File: config.mk
export PLATFORM = sky130hd
export DESIGN_NAME = csfh_regs
export DESIGN_NICKNAME = d
export VERILOG_FILES = /design/src/core/csfh_pkg.sv /design/src/core/csfh_regs.sv
export VERILOG_INCLUDE_DIRS = /design/src /design/src/core
export SDC_FILE = /design/constraint.sdc
export NUM_CORES = 1
export LEC_CHECK = 0
export ABC_AREA = 1
export ABC_CLOCK_PERIOD_IN_PS = 1900
export BUFFER_PORTS_ARGS = -buffer_cell sky130_fd_sc_hd__buf_2
export CORE_ASPECT_RATIO = 1.2
export CORE_MARGIN = 5
export CORE_UTILIZATION = 59
export CTS_CLUSTER_SIZE = 8
export DETAILED_ROUTE_END_ITERATION = 8
export PLACE_DENSITY = 0.92
export SKIP_CTS_REPAIR_TIMING = 1
export SYNTH_ARGS = -nofsm -noshare
export SYNTH_HDL_FRONTEND = slang
export SYNTH_SLANG_ARGS = --single-unit
File: constraint.sdc
create_clock -name clk_sys -period 1.9 [get_ports clk_sys]
set_input_delay 0.19 -clock clk_sys [delete_from_list [all_inputs] [get_ports clk_sys]]
set_output_delay 0.19 -clock clk_sys [all_outputs]
set_load 0.05 [all_outputs]
File: src/core/csfh_consts.svh
// Purpose: Named constants for the codec status/filter/headset register bank
// Assumes: Byte-wide registers on a plain strobe port
// Notes:   Offsets, fields, reset values and timing figures live here
`ifndef CSFH_CONSTS_SVH
`define CSFH_CONSTS_SVH

// ==========================================================
// Register offsets
`define CSFH_OFS_OVF_PLL     8'h0b
`define CSFH_OFS_FILT        8'h0c
`define CSFH_OFS_HSDET       8'h0d
`define CSFH_OFS_BTN         8'h0e
`define CSFH_OFS_IRQ_STAT    8'h10
`define CSFH_OFS_IRQ_MASK    8'h11

// ==========================================================
// Reset values
`define CSFH_RST_PLL         4'h1
`define CSFH_RST_FILT        8'h00
`define CSFH_RST_HSDET_EN    1'b0
`define CSFH_RST_JACK_DB     3'h0
`define CSFH_RST_BTN_DB      2'h0

// ==========================================================
// Field positions
`define CSFH_BIT_OVF_ADC_L   7
`define CSFH_BIT_OVF_ADC_R   6
`define CSFH_BIT_OVF_DAC_L   5
`define CSFH_BIT_OVF_DAC_R   4
`define CSFH_BIT_HS_EN       7
`define CSFH_BIT_BTN_FLAG    5
`define CSFH_BIT_HS_FLAG     4
`define CSFH_PLL_HI          3
`define CSFH_JACK_HI         4
`define CSFH_JACK_LO         2
`define CSFH_BTN_HI          1

// ==========================================================
// Timing
`define CSFH_MS_NS           1000000
`define CSFH_CLK_NS          10
`define CSFH_MS_CYCLES       (`CSFH_MS_NS / `CSFH_CLK_NS)
`define CSFH_JACK_BASE_MS    2
`define CSFH_BTN_BASE_MS     1
`define CSFH_DB_SAMPLES      8
`define CSFH_HS_NONE         2'h0

`endif

File: src/core/csfh_pkg.sv
// Purpose: Types for the codec status/filter/headset register bank
// Assumes: Constants come from csfh_consts.svh
// Notes:   Types only
package csfh_pkg;
	typedef logic [1:0] csfh_hpf_t;
	typedef logic [2:0] csfh_jack_db_t;
	typedef logic [1:0] csfh_btn_db_t;
endpackage

File: src/core/csfh_regs.sv
// Purpose: Overflow flags, PLL divider, filter controls, headset detection regs
// Assumes: Detector and saturation inputs are asynchronous to clk_sys
// Notes:   Sticky flags clear only on the bits returned as one
// Operation
// - Left ADC overflow bit D7 latches high and holds.
// - Right ADC overflow bit D6 latches high and holds.
// - Left and right DAC overflow bits D5, D4 latch and hold.
// - Overflow bits clear when their register is read; reset to zero.
// - PLL divider nibble resets to 0001; code 0000 means divide by 16.
// - Left ADC highpass select D7-D6; 00 disables, others pick corners.
// - Right ADC highpass select D5-D4 uses the same encoding.
// - D3 and D1 enable left and right DAC effects filters.
// - D2 and D0 enable left and right de-emphasis; all reset zero.
// - Headset detection enable D7, writable, resets to zero.
// - Headset type reads 00 none, 01 no mic, 11 with mic.
// - Jack debounce 16 ms on 2 ms tick, doubling per code to 512 ms at code 5; codes 6 and 7 give 1024 ms.
// - Button debounce none, 8, 16, 32 ms on 1, 2, 4 ms ticks.
// - Button press flag latches high and clears on read.
`timescale 1ns/10ps
`default_nettype none
`include "csfh_consts.svh"

module csfh_regs #(
	parameter int MS_CYCLES = `CSFH_MS_CYCLES
) (
	input  wire logic       clk_sys,
	input  wire logic       rstn,
	input  wire logic       clk_en,
	input  wire logic [7:0] reg_addr,
	input  wire logic [7:0] reg_wdata,
	input  wire logic       reg_wr,
	input  wire logic       reg_rd,
	output logic      [7:0] reg_rdata,
	input  wire logic       sat_adc_l,
	input  wire logic       sat_adc_r,
	input  wire logic       sat_dac_l,
	input  wire logic       sat_dac_r,
	input  wire logic       jack_in,
	input  wire logic       jack_mic,
	input  wire logic       button_in,
	output logic      [3:0] pll_div,
	output logic      [4:0] pll_ratio,
	output logic      [1:0] hpf_sel_l,
	output logic      [1:0] hpf_sel_r,
	output logic            eff_en_l,
	output logic            deemph_en_l,
	output logic            eff_en_r,
	output logic            deemph_en_r,
	output logic            hsdet_en,
	output logic            irq
);

	// ==========================================================
	// Input synchronisers: async pins pass two flops
	logic [6:0] sync1_r;
	logic [6:0] sync2_r;
	logic [6:0] sync1_nxt;
	logic [6:0] sync2_nxt;

	always_comb
	begin
		sync1_nxt = {button_in, jack_mic, jack_in, sat_dac_r, sat_dac_l, sat_adc_r, sat_adc_l};
		sync2_nxt = sync1_r;
	end

	always_ff @(posedge clk_sys)
	begin
		if (!rstn)
		begin
			sync1_r <= 7'h00;
			sync2_r <= 7'h00;
		end
		else if (clk_en)
		begin
			sync1_r <= sync1_nxt;
			sync2_r <= sync2_nxt;
		end
	end

	// ==========================================================
	// Millisecond time base and tick prescaler
	localparam int MSW = $clog2(MS_CYCLES);
	logic [MSW-1:0] ms_cnt_r;
	logic [MSW-1:0] ms_cnt_nxt;
	logic [6:0]     ms_free_r;
	logic [6:0]     ms_free_nxt;
	logic           ms_tick;

	// Free-running so debounce phase does not depend on writes
	always_comb
	begin
		ms_tick = (ms_cnt_r == MSW'(MS_CYCLES - 1));
		ms_cnt_nxt = ms_tick ? '0 : ms_cnt_r + 1'b1;
		ms_free_nxt = ms_tick ? ms_free_r + 7'h01 : ms_free_r;
	end

	always_ff @(posedge clk_sys)
	begin
		if (!rstn)
		begin
			ms_cnt_r  <= '0;
			ms_free_r <= 7'h00;
		end
		else if (clk_en)
		begin
			ms_cnt_r  <= ms_cnt_nxt;
			ms_free_r <= ms_free_nxt;
		end
	end

	// ==========================================================
	// Control registers
	logic [3:0]               pll_r, pll_nxt;
	logic [7:0]               filt_r, filt_nxt;
	logic                     hs_en_r, hs_en_nxt;
	csfh_pkg::csfh_jack_db_t  jack_db_r, jack_db_nxt;
	csfh_pkg::csfh_btn_db_t   btn_db_r, btn_db_nxt;
	logic [4:0]               mask_r, mask_nxt;

	always_comb
	begin
		pll_nxt = pll_r;
		filt_nxt = filt_r;
		hs_en_nxt = hs_en_r;
		jack_db_nxt = jack_db_r;
		btn_db_nxt = btn_db_r;
		mask_nxt = mask_r;
		if (reg_wr)
		begin
			unique case (reg_addr)
				`CSFH_OFS_OVF_PLL: pll_nxt = reg_wdata[`CSFH_PLL_HI:0];
				`CSFH_OFS_FILT:    filt_nxt = reg_wdata;
				`CSFH_OFS_HSDET:
				begin
					hs_en_nxt = reg_wdata[`CSFH_BIT_HS_EN];
					jack_db_nxt = reg_wdata[`CSFH_JACK_HI:`CSFH_JACK_LO];
					btn_db_nxt = reg_wdata[`CSFH_BTN_HI:0];
				end
				`CSFH_OFS_IRQ_MASK: mask_nxt = reg_wdata[4:0];
				default: ;
			endcase
		end
	end

	always_ff @(posedge clk_sys)
	begin
		if (!rstn)
		begin
			pll_r     <= `CSFH_RST_PLL;
			filt_r    <= `CSFH_RST_FILT;
			hs_en_r   <= `CSFH_RST_HSDET_EN;
			jack_db_r <= `CSFH_RST_JACK_DB;
			btn_db_r  <= `CSFH_RST_BTN_DB;
			mask_r    <= 5'h00;
		end
		else if (clk_en)
		begin
			pll_r     <= pll_nxt;
			filt_r    <= filt_nxt;
			hs_en_r   <= hs_en_nxt;
			jack_db_r <= jack_db_nxt;
			btn_db_r  <= btn_db_nxt;
			mask_r    <= mask_nxt;
		end
	end

	// ==========================================================
	// Debouncers: stable for CSFH_DB_SAMPLES ticks before update, except button code 00 which updates at once
	logic       jack_tick, btn_tick;
	logic [6:0] jack_win, btn_win;
	logic [1:0] hs_type_r, hs_type_nxt;
	logic [1:0] hs_seen_r, hs_seen_nxt;
	logic [3:0] jack_cnt_r, jack_cnt_nxt;
	logic       btn_st_r, btn_st_nxt;
	logic       btn_raw_r, btn_raw_nxt;
	logic [3:0] btn_cnt_r, btn_cnt_nxt;
	logic       btn_press;

	// tick 2 ms shifted by code, 128 ms at codes 6 and 7
	// tick 1 ms shifted by code-1
	// ticks cut from the 1 ms base
	always_comb
	begin
		jack_win = (7'(`CSFH_JACK_BASE_MS) << jack_db_r) - 7'h01;
		btn_win = (7'(`CSFH_BTN_BASE_MS) << (btn_db_r - 2'h1)) - 7'h01;
		jack_tick = ms_tick && ((ms_free_r & jack_win) == jack_win);
		btn_tick = ms_tick && ((ms_free_r & btn_win) == btn_win);
	end

	always_comb
	begin
		hs_type_nxt = hs_type_r;
		hs_seen_nxt = hs_seen_r;
		jack_cnt_nxt = jack_cnt_r;
		btn_st_nxt = btn_st_r;
		btn_raw_nxt = btn_raw_r;
		btn_cnt_nxt = btn_cnt_r;
		btn_press = 1'b0;
		// 00 none, 01 no mic, 11 with mic
		// Next enable used so type reads none right after a disable
		if (!hs_en_nxt)
		begin
			hs_type_nxt = `CSFH_HS_NONE;
			jack_cnt_nxt = 4'h0;
		end
		else if (jack_tick)
		begin
			hs_seen_nxt = {sync2_r[5] & sync2_r[4], sync2_r[4]};
			if (hs_seen_nxt != hs_seen_r)
				jack_cnt_nxt = 4'h0;
			else if (jack_cnt_r == 4'(`CSFH_DB_SAMPLES - 1))
				hs_type_nxt = hs_seen_r;
			else
				jack_cnt_nxt = jack_cnt_r + 4'h1;
		end
		if (!hs_en_nxt)
		begin
			btn_st_nxt = 1'b0;
			btn_cnt_nxt = 4'h0;
		end
		else if (btn_db_r == 2'h0)
		begin
			btn_st_nxt = sync2_r[6];
			btn_press = sync2_r[6] & ~btn_st_r;
		end
		else if (btn_tick)
		begin
			// Sample held tick to tick, so a short press restarts the window
			btn_raw_nxt = sync2_r[6];
			if (sync2_r[6] != btn_raw_r)
				btn_cnt_nxt = 4'h0;
			else if (btn_cnt_r == 4'(`CSFH_DB_SAMPLES - 1))
			begin
				btn_st_nxt = btn_raw_r;
				btn_press = btn_raw_r & ~btn_st_r;
			end
			else
				btn_cnt_nxt = btn_cnt_r + 4'h1;
		end
	end

	always_ff @(posedge clk_sys)
	begin
		if (!rstn)
		begin
			hs_type_r  <= 2'h0;
			hs_seen_r  <= 2'h0;
			jack_cnt_r <= 4'h0;
			btn_st_r   <= 1'b0;
			btn_raw_r  <= 1'b0;
			btn_cnt_r  <= 4'h0;
		end
		else if (clk_en)
		begin
			hs_type_r  <= hs_type_nxt;
			hs_seen_r  <= hs_seen_nxt;
			jack_cnt_r <= jack_cnt_nxt;
			btn_st_r   <= btn_st_nxt;
			btn_raw_r  <= btn_raw_nxt;
			btn_cnt_r  <= btn_cnt_nxt;
		end
	end

	// ==========================================================
	// Sticky flags, interrupt status, read port
	logic [3:0] ovf_r, ovf_nxt;
	logic       bflag_r, bflag_nxt;
	logic [4:0] ist_r, ist_nxt;
	logic [7:0] rdata_nxt;
	logic [4:0] ev;

	always_comb
	begin
		ev = {btn_press, sync2_r[3:0]};
		rdata_nxt = 8'h00;
		ovf_nxt = ovf_r;
		bflag_nxt = bflag_r;
		ist_nxt = ist_r;
		if (reg_rd)
		begin
			unique case (reg_addr)
				`CSFH_OFS_OVF_PLL:
				begin
					rdata_nxt = {ovf_r, pll_r};
					// clear only bits read as one
					ovf_nxt = 4'h0;
				end
				`CSFH_OFS_FILT:  rdata_nxt = filt_r;
				`CSFH_OFS_HSDET: rdata_nxt = {hs_en_r, hs_type_r, jack_db_r, btn_db_r};
				`CSFH_OFS_BTN:
				begin
					rdata_nxt[`CSFH_BIT_BTN_FLAG] = bflag_r;
					rdata_nxt[`CSFH_BIT_HS_FLAG] = hs_type_r[0];
					bflag_nxt = 1'b0;
				end
				`CSFH_OFS_IRQ_STAT: rdata_nxt = {3'h0, ist_r};
				`CSFH_OFS_IRQ_MASK: rdata_nxt = {3'h0, mask_r};
				default: rdata_nxt = 8'h00;
			endcase
		end
		if (reg_wr && reg_addr == `CSFH_OFS_IRQ_STAT)
			ist_nxt = ist_r & ~reg_wdata[4:0];
		ovf_nxt = ovf_nxt | {ev[`CSFH_BIT_OVF_ADC_L - 7], ev[`CSFH_BIT_OVF_ADC_R - 5],
			ev[`CSFH_BIT_OVF_DAC_L - 3], ev[`CSFH_BIT_OVF_DAC_R - 1]};
		bflag_nxt = bflag_nxt | btn_press;
		ist_nxt = ist_nxt | ev;
	end

	always_ff @(posedge clk_sys)
	begin
		if (!rstn)
		begin
			ovf_r     <= 4'h0;
			bflag_r   <= 1'b0;
			ist_r     <= 5'h00;
			reg_rdata <= 8'h00;
			irq       <= 1'b0;
		end
		else if (clk_en)
		begin
			ovf_r     <= ovf_nxt;
			bflag_r   <= bflag_nxt;
			ist_r     <= ist_nxt;
			reg_rdata <= rdata_nxt;
			irq       <= |(ist_nxt & mask_nxt);
		end
	end

	// ==========================================================
	// Registered control outputs to the datapaths
	always_ff @(posedge clk_sys)
	begin
		if (!rstn)
		begin
			pll_div     <= `CSFH_RST_PLL;
			pll_ratio   <= 5'h01;
			hpf_sel_l   <= 2'h0;
			hpf_sel_r   <= 2'h0;
			eff_en_l    <= 1'b0;
			deemph_en_l <= 1'b0;
			eff_en_r    <= 1'b0;
			deemph_en_r <= 1'b0;
			hsdet_en    <= 1'b0;
		end
		else if (clk_en)
		begin
			pll_div     <= pll_nxt;
			pll_ratio   <= (pll_nxt == 4'h0) ? 5'h10 : {1'b0, pll_nxt};
			hpf_sel_l   <= filt_nxt[7:6];
			hpf_sel_r   <= filt_nxt[5:4];
			eff_en_l    <= filt_nxt[3];
			deemph_en_l <= filt_nxt[2];
			eff_en_r    <= filt_nxt[1];
			deemph_en_r <= filt_nxt[0];
			hsdet_en    <= hs_en_nxt;
		end
	end

endmodule
`default_nettype wire

* Yosys cells after proc, flatten, opt, wreduce, memory -nomap -nowiden *
Index checks and enable logic that the tools add are counted.

word-level totals
  register bits after elaboration = 107
  logic and storage cells = 129
  bits of input ports = 28
  output and inout bits = 27

operators by class
  bitwise gates (word level) = 13
  eq/ne operators = 23
  reductions and logical operators = 14
  shifts and indexed selects = 2
  add/sub/neg operators = 7
  mux-type cells = 42

operators with widths
  operator                                          count
  two-way mux 4 bit                                 13
  == test 8 x 4 -> 1 bit, second input constant     4
  two-way mux 8 bit                                 3
  two-way mux 5 bit                                 4
  one-hot mux 4 bit (5 select lines)                1
  adder 17 x 1 -> 17 bit, second input constant     1
  == test 17 bit, second input constant             1
  two-way mux 17 bit                                1
  == test 8 x 5 -> 1 bit, second input constant     2
  AND reduction 4 bit                               4
  AND 7 bit                                         2
  == test 7 bit                                     2
  two-way mux 1 bit                                 14
  subtractor 7 x 1 -> 7 bit, second input constant  2
  one-hot mux 2 bit (6 select lines)                1
  AND 5 bit                                         2
  inequality test 3 bit, second input constant      3
  AND reduction 3 bit                               3
  adder 4 x 1 -> 4 bit, second input constant       2
  == test 4 x 3 -> 1 bit, second input constant     2
  two-way mux 2 bit                                 4
  adder 7 x 1 -> 7 bit, second input constant       1
  << shifter 1 x 2 -> 7 bit, first input constant   1
  << shifter 2 x 3 -> 7 bit, first input constant   1
  other kinds (18)                                  27

* Depth between registers and ports, before layout *
Gate-level depths: netlist of run 1.

  depth after elaboration = 12
  mapped depth = 15
  mapped depth without buffers = 15

* Least setup slack after synthesis of run 1 *
OpenSTA, ideal clock, no wires.

  path type = flip-flop to flip-flop
  start = register jack_db_r[0]
  end = register hs_seen_r[0]
  required time = 1.822 ns
  arrival = 1.711 ns
  path buffers = 0
  setup slack = 0.111 ns
  library setup time = 0.078 ns
  clock period less this slack = 1.789 ns
  stages on the path, launching flop included = 12
  cells stage by stage = dfxtp_1 > nor2_1 > nand2_1 > ha_1 > or2_2 > nand4_1 > nor2_1 > nand3_1 > clkinv_1 > nand2_1 > nor2_1 > nor3_1

between the ends
  word-level cells in the longest chain between the ends = 6

RTL lines
  element                                 line              text
  start: declaration                      csfh_regs.sv:116  csfh_pkg::csfh_jack_db_t jack_db_r, jack_db_nxt;
  start signal: assignment                csfh_regs.sv:152  jack_db_r <= `CSFH_RST_JACK_DB;
  start signal: assignment                csfh_regs.sv:161  jack_db_r <= jack_db_nxt;
  << shifter 2 x 3 -> 7 bit *             csfh_regs.sv:184  jack_win = (7'(`CSFH_JACK_BASE_MS) << jack_db_r) - 7'h01;
  subtractor 7 x 1 -> 7 bit *             csfh_regs.sv:184
  AND 7 bit                               csfh_regs.sv:186  jack_tick = ms_tick && ((ms_free_r & jack_win) == jack_win);
  == test 7 bit *                         csfh_regs.sv:186
  logical AND 1 bit *                     csfh_regs.sv:186
  AND reduction 3 bit (no source line) *  --
  end signal: assignment                  csfh_regs.sv:256  hs_seen_r <= hs_seen_nxt;
  end: declaration                        csfh_regs.sv:172  logic [1:0] hs_seen_r, hs_seen_nxt;

Every way passes the cells marked *; elsewhere a longest branch is shown, timed or not.
A chain may end at the register's enable or synchronous reset.

* Worst setup path after layout of run 1 *
  start = register jack_db_r[1]
  end = register hs_seen_r[1]

Same word-level chain as after synthesis.

==> results of run 1 <==
-- sequential cells by signal, summed over array words and instances, names as in the netlist --
name	flops
sync1_r	7
hs_seen_r	2
btn_cnt_r	4
reg_rdata	8
hs_type_r	2
ms_free_r	7
hsdet_en	1
ovf_r	4
pll_div	4
sync2_r	7
btn_db_r	2
btn_raw_r	1
btn_st_r	1
ms_cnt_r	17
bflag_r	1
jack_cnt_r	4
jack_db_r	3
ist_r	5
mask_r	5
filt_r	8
irq	1
pll_ratio	5
-- area by class of cell --
| cell class | count | area, µm² |
|---|---|---|
| Tap cell | 117 | 146 |
| Fill cell | 692 | 2680 |
| Multi-Input combinational cell | 531 | 2780 |
| Inverter | 82 | 310 |
| Clock buffer | 9 | 124 |
| Clock inverter | 7 | 76.3 |
| Sequential cell | 99 | 1990 |
| Timing Repair Buffer | 65 | 365 |
-- layout by cell type, fill, tap and decap left out, drive strengths merged --
cell      count
nor3b         2
nor3         15
nor4          6
o21bai        1
o22ai         2
nor2        115
dfxtp        99
a21oi        54
clkinv        2
nand3b        2
buf          65
xor2         10
a211oi        6
clkinvlp      2
xnor2         6
inv          84
clkbuf        9
bufinv        1
o31ai         3
o21ai        57
nand3        54
o211ai        2
o21a          1
nand4        11
nand2       168
or2           7
ha            9
-- cells by family (layout without fill, tap and decap cells) --
logic type,after synthesis,in the layout
flops,99,99
xor+xnor,16,16
compound gates,126,126
fa+ha+maj,9,9
buf+inv,105,163
simple gates,380,380
-- routing by layer --
metal / up-vias / global-route usage [%] / share of wire, % / wire length [µm]
met3: 50 / 6.15 / 8.2 / 1100
li1: 2484 / - / - / -
met5: - / 0 / 0 / 0
met1: 2308 / 28.9 / 38 / 5050
met4: 0 / 13.1 / 4.5 / 601
met2: 250 / 44.2 / 50 / 6630
-- tightest hold or removal path, delay by kind of cell --
kind / cells / cell delay [ns]
buf+inv: 1 / 0.08
simple gates: 2 / 0.11
-- worst max path at each step --
| stage | to | slack, ns | cells past startpoint |
|---|---|---|---|
| after CTS | hs_seen_r[1] | -0.13 | 11 |
| after detailed placement | hs_seen_r[1] | -0.11 | 11 |
| final | hs_seen_r[1] | 0.07 | 11 |
| after global placement | hs_seen_r[0] | 0.02 | 11 |
| after global routing | hs_type_r[0] | -0.05 | 12 |
| after floorplan | hs_seen_r[0] | 0.11 | 11 |
-- per-stage QoR --
step                      instances  setup TNS (ns)  cell area, µm²  total power [mW]
after global routing            910          -0.247            5800              4.06
after CTS                       910          -0.432            5690              3.91
after detailed placement        894          -0.368            5490              2.56
after floorplan                 735               0            5070              2.44
final                           910               0            5800              3.90
after global placement          894               0            5490              2.53
-- power groups by stage --
| stage | registers, mW | clock network, mW | logic (mW) |
|---|---|---|---|
| 6_report | 2.16 | 1.39 | 0.357 |
| 5_1_grt | 2.17 | 1.50 | 0.397 |
| 4_1_cts | 2.16 | 1.40 | 0.350 |
| 3_5_place_dp | 2.21 | 0 | 0.347 |
| 3_3_place_gp | 2.20 | 0 | 0.330 |
| 2_1_floorplan | 2.23 | 0 | 0.213 |
==> impl_metrics.ini, run 1 <==
[timing]
fmax_mhz = 545
slew_headroom_pct = 66.9
final_max_slew_viol_count = 0
setup_ws_ns = 0.0663
hold_violations = 0
fin_crit_ns = 1.83
rsz0062_at_grt = true
setup_viol = 0
post-route-period-util_pct = 96.5
tightest_slew_ns = 0.495
skew_ns = 0.0116
worst_hold_slack_ns = 0.0286

[clocking]
path_clk_slew_ns = 0.10
cts_buffers = 9
h-tree-depth = 3
clk_latency_ns = 0.38
clk_path_buf_depth = 2
clock-sinks = 99
cts_tree = built
cts-root-buf = clkbuf_8

[global_routing]
grt_max_degree = 49
grt_use_total_pct = 25.6
grt_pass1_vias = 4848
grt_pass1_wl_mm = 21.7
grt.overflow.total = 0
antenna_found_initial = 0

[drt]
via_per_inst = 5.60
finalWirelength_mm = 13.4
wl_per_cell_um = 14.7
drt-initial-drc-count = 427
num_vias = 5092
dr.pass1.iters = 5
drc_errors = 0
detail-route-antenna-nets = 0

[final_layout]
syn_to_final_growth_pct = 14.3
fin_util_pct = 68.4
diodes = 0
drive_above_1_share_pct = 18.4
fin_nets = 825

[yosys]
synth.ff_latch_count = 99
synthXorXnorAreaFrac_pct = 2.76
synth-compound-area-share_pct = 13.3
synth_top_area_share_pct = 39.1
synth_area_leaders = dfxtp_1 39%, nand2_1 12%, nor2_1 7.6%
synthAdderAreaFrac_pct = 2.22
syn_area_um2 = 5070
synthTopCellsByCount = 159 x nand2_1, 103 x nor2_1, 99 x dfxtp_1, 74 x inv_1, 52 x a21oi_1
synthArstFlopShare_pct = 0
synth-simple-area-share_pct = 34.7
synthMuxAreaShare_pct = 0
ys_seq_area_share_pct = 39.1
synth_most_common_cell = nand2_1
synthCells = 735
synth_area_per_cell_um2 = 6.90
synth_cell_types = 43
yosysWarnings = 0
synth_edf_count = 0
synth_flop_cell = dfxtp_1
syn_nets = 772
synth_top_family_by_area = simple AND/OR/NAND/NOR gates
yosysTopAreaCell = dfxtp_1

[critical_path]
reg2reg_slack_ns = 0.07
crit_family = simple AND/OR/NAND/NOR gates
timing.rr.end = hs_seen_r[1]
crit_type = flip-flop to flip-flop
critPathMaxStageDelay_ns = 0.38
crit_start = jack_db_r[1]
crit_buf_inv = 1
cp_data_required_time_ns = 2.20
timing.rr.start = jack_db_r[1]
cp.arrival_ns = 2.13
reg2reg_depth = 11
crit_chain = nor2_4 > nand2_2 > ha_4 > or2_2 > nand4_1 > nor2_1 > nand3_2 > inv_2 > nand2_2 > a21oi_1 > nor3_1
cp_slowest_cell = dfxtp_4
cp-start-kind = flip-flop
cpMostUsedCell = nand2_2
crit_path_end_kind = flip-flop
path_max_fanout = 4

[placed_design]
hpwlAfterDp_mm = 9.74
dpl_worst_slack_ns = -0.110
io_buffer_count = 54
gp_routability_congestion = 0.940

[min_path]
min_from = sat_dac_r
min_path_cells = 3
hold_path_end = sync1_r[3]
min_path_type = input port to flip-flop

[power_and_ir_drop]
p_comb_share_pct = 9.1
power.density_nw_per_um2 = 674
ir_worst_vdd_uv = 639
leakage_nw = 2.42
switching_share_pct = 26.9
p_sw_mw = 1.05
power_frac_clock_pct = 35.5
p_int_mw = 2.85
power_frac_seq_pct = 55.3

[die]
pin_count = 55
die_area_um2 = 10600
die_x_um = 94.6
core_area_um2 = 8470
fp-row-count = 37
die_h_um = 112
initial_utilization_pct = 59.9

[status]
outcome = finished, final reports clean

[run]
max_cap_violations = 0
Note: power is estimated with default switching activity, not from simulation.
==> run 2, diff against run 1 <==
--- a/config.mk
+++ b/config.mk
@@ -10,11 +10,10 @@
 export ABC_CLOCK_PERIOD_IN_PS = 1900
 export BUFFER_PORTS_ARGS = -buffer_cell sky130_fd_sc_hd__buf_2
 export CORE_ASPECT_RATIO = 1.2
-export CORE_MARGIN = 5
-export CORE_UTILIZATION = 59
+export CORE_UTILIZATION = 50
 export CTS_CLUSTER_SIZE = 8
 export DETAILED_ROUTE_END_ITERATION = 8
-export PLACE_DENSITY = 0.92
+export PLACE_DENSITY = 0.82
 export SKIP_CTS_REPAIR_TIMING = 1
 export SYNTH_ARGS = -nofsm -noshare
 export SYNTH_HDL_FRONTEND = slang
==> impl_metrics.ini, run 2 (synthesis results as in run 1) <==
[status]
outcome = finished, final reports clean

[critical_path]
crit_path_end_kind = flip-flop
cp_slowest_cell = dfxtp_4
critPathMaxStageDelay_ns = 0.36
crit_type = flip-flop to flip-flop
cp_data_required_time_ns = 2.18
cp-start-kind = flip-flop
cp.arrival_ns = 2.10
reg2reg_depth = 11
crit_chain = nor2_4 > nand2_2 > ha_1 > or2_2 > nand4_1 > nor2_1 > nand3_2 > nand2_4 > nand3_1 > nand2_1 > a21oi_1
cp.depth = 11
crit_buf_inv = 0
path_max_fanout = 6
crit_family = simple AND/OR/NAND/NOR gates

[power_and_ir_drop]
switching_share_pct = 24.7
power.density_nw_per_um2 = 759
p_int_mw = 3.42
power_frac_clock_pct = 44.6
leakage_nw = 2.54
ir_worst_vdd_uv = 536
p_comb_share_pct = 7.8
power_frac_seq_pct = 47.6
p_sw_mw = 1.12

[die]
die_x_um = 93.9
pin_count = 55
die_h_um = 112
fp-row-count = 39
core_area_um2 = 9710
initial_utilization_pct = 52.2
die_area_um2 = 10600

[final_layout]
mostFrequentLayoutCells = 155 x nand2_1, 100 x nor2_1, 97 x dfxtp_1
fillers = 873
fin_nets = 833
fin_util_pct = 61.6
drive_above_1_share_pct = 18.6
syn_to_final_growth_pct = 17.9
regArea_um2 = 1990
largest_reg_flops = 17
reg.largest.list = ms_cnt_r: 17 flops, filt_r: 8 flops, reg_rdata: 8 flops
layout_commonest_cell = nand2_1
largest-register = ms_cnt_r
instances_no_fill = 924
multi_input_area_um2 = 2770
diodes = 0

[placed_design]
hpwlAfterDp_mm = 8.70
dp.cells = 905
io_buffer_count = 54
gp_routability_congestion = 0.871

[min_path]
min_path_type = input port to flip-flop
min_path_cells = 3

[drt]
via_per_inst = 5.36
drt-initial-drc-count = 278
finalWirelength_mm = 12.5
dr.pass1.iters = 4
detail-route-antenna-nets = 0
drc_errors = 0
wl_per_cell_um = 13.5
num_vias = 4954

[timing]
slew_headroom_pct = 65.9
setup_viol = 0
hold_violations = 0
fin_crit_ns = 1.83
final_max_slew_viol_count = 0
skew_ns = 0.00977
fmax_mhz = 548
tightest_slew_ns = 0.507
post-route-period-util_pct = 96.1
final.setup.tns_ns = 0

[clocking]
clk_latency_ns = 0.35
clk_path_buf_depth = 2
cts_buffers = 9
cts_tree = built
path_clk_slew_ns = 0.07
clock-sinks = 99
h-tree-depth = 3
cts-root-buf = clkbuf_16

[global_routing]
grt_pass1_vias = 4632
grt.overflow.total = 0
grt_pass1_wl_mm = 20.6
grt_use_total_pct = 24.5
antenna_found_initial = 0
grt_max_degree = 47

[run]
max_cap_violations = 0
-- run 2: tightest hold or removal path, cell delays in order --
cell,delay [ns]
buf_2,0.07
nor2_1,0.03
nor2_1,0.08
-- run 2: power groups by stage --
stage          registers (mW)  clock network (mW)  logic (mW)
2_1_floorplan            2.23                   0       0.213
3_5_place_dp             2.21                   0       0.344
4_1_cts                  2.16                2.05       0.348
3_3_place_gp             2.21                   0       0.339
5_1_grt                  2.16                2.15       0.394
6_report                 2.16                2.03       0.354
-- run 2: path summary, 6_finish.rpt --
check / from / to / slack [ns]
worst max-delay path: jack_db_r[1] / jack_cnt_r[2] / 0.07
worst min-delay path: sat_dac_l / sync1_r[2] / 0.06
worst max register to register: jack_db_r[1] / jack_cnt_r[2] / 0.07
worst min register to register: pll_ratio[3] / pll_ratio[3] / 0.45
-- run 2: cell type report --
class                      count  area share, %
clock buffer                   9           3.77
clock inverter                 7           1.84
inverter                      82           5.23
multi-input combinational    531           46.2
sequential                    99           33.2
tap                          123           2.57
timing repair buffer          73           7.11
-- run 2: routing by layer --
layer / share of wire, % / track usage (%) / vias to the layer above
li1: - / - / 2503
met2: 49 / 41.3 / 153
met4: 3.7 / 13.6 / 0
met5: 0 / 0 / -
met1: 42 / 29.0 / 2263
met3: 5.4 / 4.47 / 35
-- run 2: metrics by stage --
| stage | total power [mW] | hold slack, ns | instance area [µm²] | worst slack, ns |
|---|---|---|---|---|
| final | 4.54 | 0.0623 | 5980 | 0.0738 |
| after global routing | 4.71 | 0.0802 | 5980 | -0.0426 |
| after CTS | 4.56 | 0.0597 | 5870 | -0.109 |
| after detailed placement | 2.55 | 0.420 | 5530 | -0.0646 |
| after global placement | 2.55 | 0.418 | 5530 | -0.0000272 |
| after floorplan | 2.44 | 0.325 | 5070 | 0.111 |
==> run 3, diff against run 2 <==
--- a/config.mk
+++ b/config.mk
@@ -7,13 +7,14 @@
 export NUM_CORES = 1
 export LEC_CHECK = 0
 export ABC_AREA = 1
-export ABC_CLOCK_PERIOD_IN_PS = 1900
+export ABC_CLOCK_PERIOD_IN_PS = 2300
 export BUFFER_PORTS_ARGS = -buffer_cell sky130_fd_sc_hd__buf_2
 export CORE_ASPECT_RATIO = 1.2
 export CORE_UTILIZATION = 50
 export CTS_CLUSTER_SIZE = 8
 export DETAILED_ROUTE_END_ITERATION = 8
 export PLACE_DENSITY = 0.82
+export RECOVER_POWER = 50
 export SKIP_CTS_REPAIR_TIMING = 1
 export SYNTH_ARGS = -nofsm -noshare
 export SYNTH_HDL_FRONTEND = slang
==> constraint.sdc (replaced) <==
create_clock -name clk_sys -period 2.3 [get_ports clk_sys]
set_input_delay 0.23 -clock clk_sys [delete_from_list [all_inputs] [get_ports clk_sys]]
set_output_delay 0.23 -clock clk_sys [all_outputs]
set_load 0.05 [all_outputs]
==> impl_metrics.ini, run 3 (synthesis results as in run 1) <==
[timing]
final_max_slew_viol_count = 0
tightest_slew_ns = 1.02
fmax_mhz = 494
final.setup.tns_ns = 0
hold_violations = 0
skew_ns = 0.00574
rsz0062_at_grt = false
setup_ws_ns = 0.276
setup_viol = 0
fin_crit_ns = 2.02
slew_headroom_pct = 32.2
post-route-period-util_pct = 88.0

[power_and_ir_drop]
finalPower_mw = 3.67
leakage_nw = 2.30
power.density_nw_per_um2 = 643
ir_worst_vdd_uv = 435

[clocking]
cts-root-buf = clkbuf_16
cts_buffers = 9
clock-sinks = 99
cts_tree = built
h-tree-depth = 3
path_clk_slew_ns = 0.07
clk_path_buf_depth = 2
clk_latency_ns = 0.35

[drt]
detail-route-antenna-nets = 0
wl_met1_mm = 5.42
num_vias = 4799
routed.top_layer = met4
finalWirelength_mm = 12.0
met2_length_mm = 5.55
drc_errors = 0
via_per_inst = 5.27
dr.pass1.iters = 8
drt-initial-drc-count = 284
wl_per_cell_um = 13.2
met3_length_um = 561

[die]
fp-row-count = 39
pin_count = 55
core_area_um2 = 9710
die_h_um = 112
die_x_um = 93.9
die_area_um2 = 10600
initial_utilization_pct = 52.2

[critical_path]
cp-start-kind = flip-flop
cp.arrival_ns = 2.30
path_max_fanout = 5
crit_type = flip-flop to flip-flop
crit_path_end_kind = flip-flop
cp_data_required_time_ns = 2.57

[placed_design]
io_buffer_count = 54
hpwlAfterDp_mm = 8.76
gp_routability_congestion = 0.899
dpl_cell_area_um2 = 5450
dpl_worst_slack_ns = 0.291
dp.cells = 895

[final_layout]
mostFrequentLayoutCells = 160 x nand2_1, 104 x nor2_1, 99 x dfxtp_1
instances_no_fill = 910
reg.largest.list = ms_cnt_r: 17 flops, filt_r: 8 flops, reg_rdata: 8 flops
syn_to_final_growth_pct = 12.6
drive_above_1_share_pct = 10.8
diodes = 0
largest_reg_flops = 17
layout_commonest_cell = nand2_1
final_cell_area_um2 = 5710
fin_nets = 820
largest-register = ms_cnt_r

[global_routing]
antenna_found_initial = 0
grt_max_degree = 54
grt_pass1_vias = 4339
grt.overflow.total = 0
grt_pass1_wl_mm = 19.6
grt_use_total_pct = 23.5

[status]
outcome = finished, final reports clean

[run]
max_cap_violations = 0

[min_path]
min_path_type = input port to flip-flop
-- run 3: path summary, 6_finish.rpt --
path | to | start | depth (start not counted) | slack [ns]
worst max register to register | hs_seen_r[0] | jack_db_r[0] | 11 | 0.28
worst max-delay path | hs_seen_r[0] | jack_db_r[0] | 11 | 0.28
worst min-delay path | sync1_r[2] | sat_dac_l | 3 | 0.1
worst min register to register | pll_ratio[0] | pll_ratio[0] | 2 | 0.46
-- run 3: area by class of cell --
type	count	area (µm²)
Inverter	82	310
Timing Repair Buffer	60	278
Sequential cell	99	1980
Clock inverter	6	88.8
Multi-Input combinational cell	531	2670
Fill cell	931	4000
Tap cell	123	154
Clock buffer	9	225
-- run 3: layer usage --
metal  global-route usage [%]  vias to the layer above
met1                     29.6                     2161
met5                        0                        -
met2                     38.4                      125
met4                     11.4                        0
met3                     3.93                       36
li1                         -                     2477
-- run 3: worst max-delay path, stage by stage (launching register included) --
cell and delay (ns):
dfxtp_1 0.34, nor2_1 0.18, nand2_1 0.11, ha_1 0.29, or2_2 0.27, nand4_1 0.09, nor2_1 0.04, nand3_1 0.13
clkinv_1 0.15, nand2_1 0.13, nor2_1 0.05, nor3_1 0.15
-- run 3: metrics by stage --
stage                     utilization (%)  hold slack (ns)
after floorplan                         -            0.365
after global placement               56.1            0.433
after detailed placement             56.1            0.439
after CTS                            59.3            0.103
after global routing                 58.8            0.116
final                                58.8           0.0992
-- run 3: where the power goes --
group / internal, mW / total [mW] / switching, mW
Sequential: 1.76 / 1.79 / 0.0283
Combinational: 0.0849 / 0.279 / 0.194
Clock: 0.949 / 1.61 / 0.659
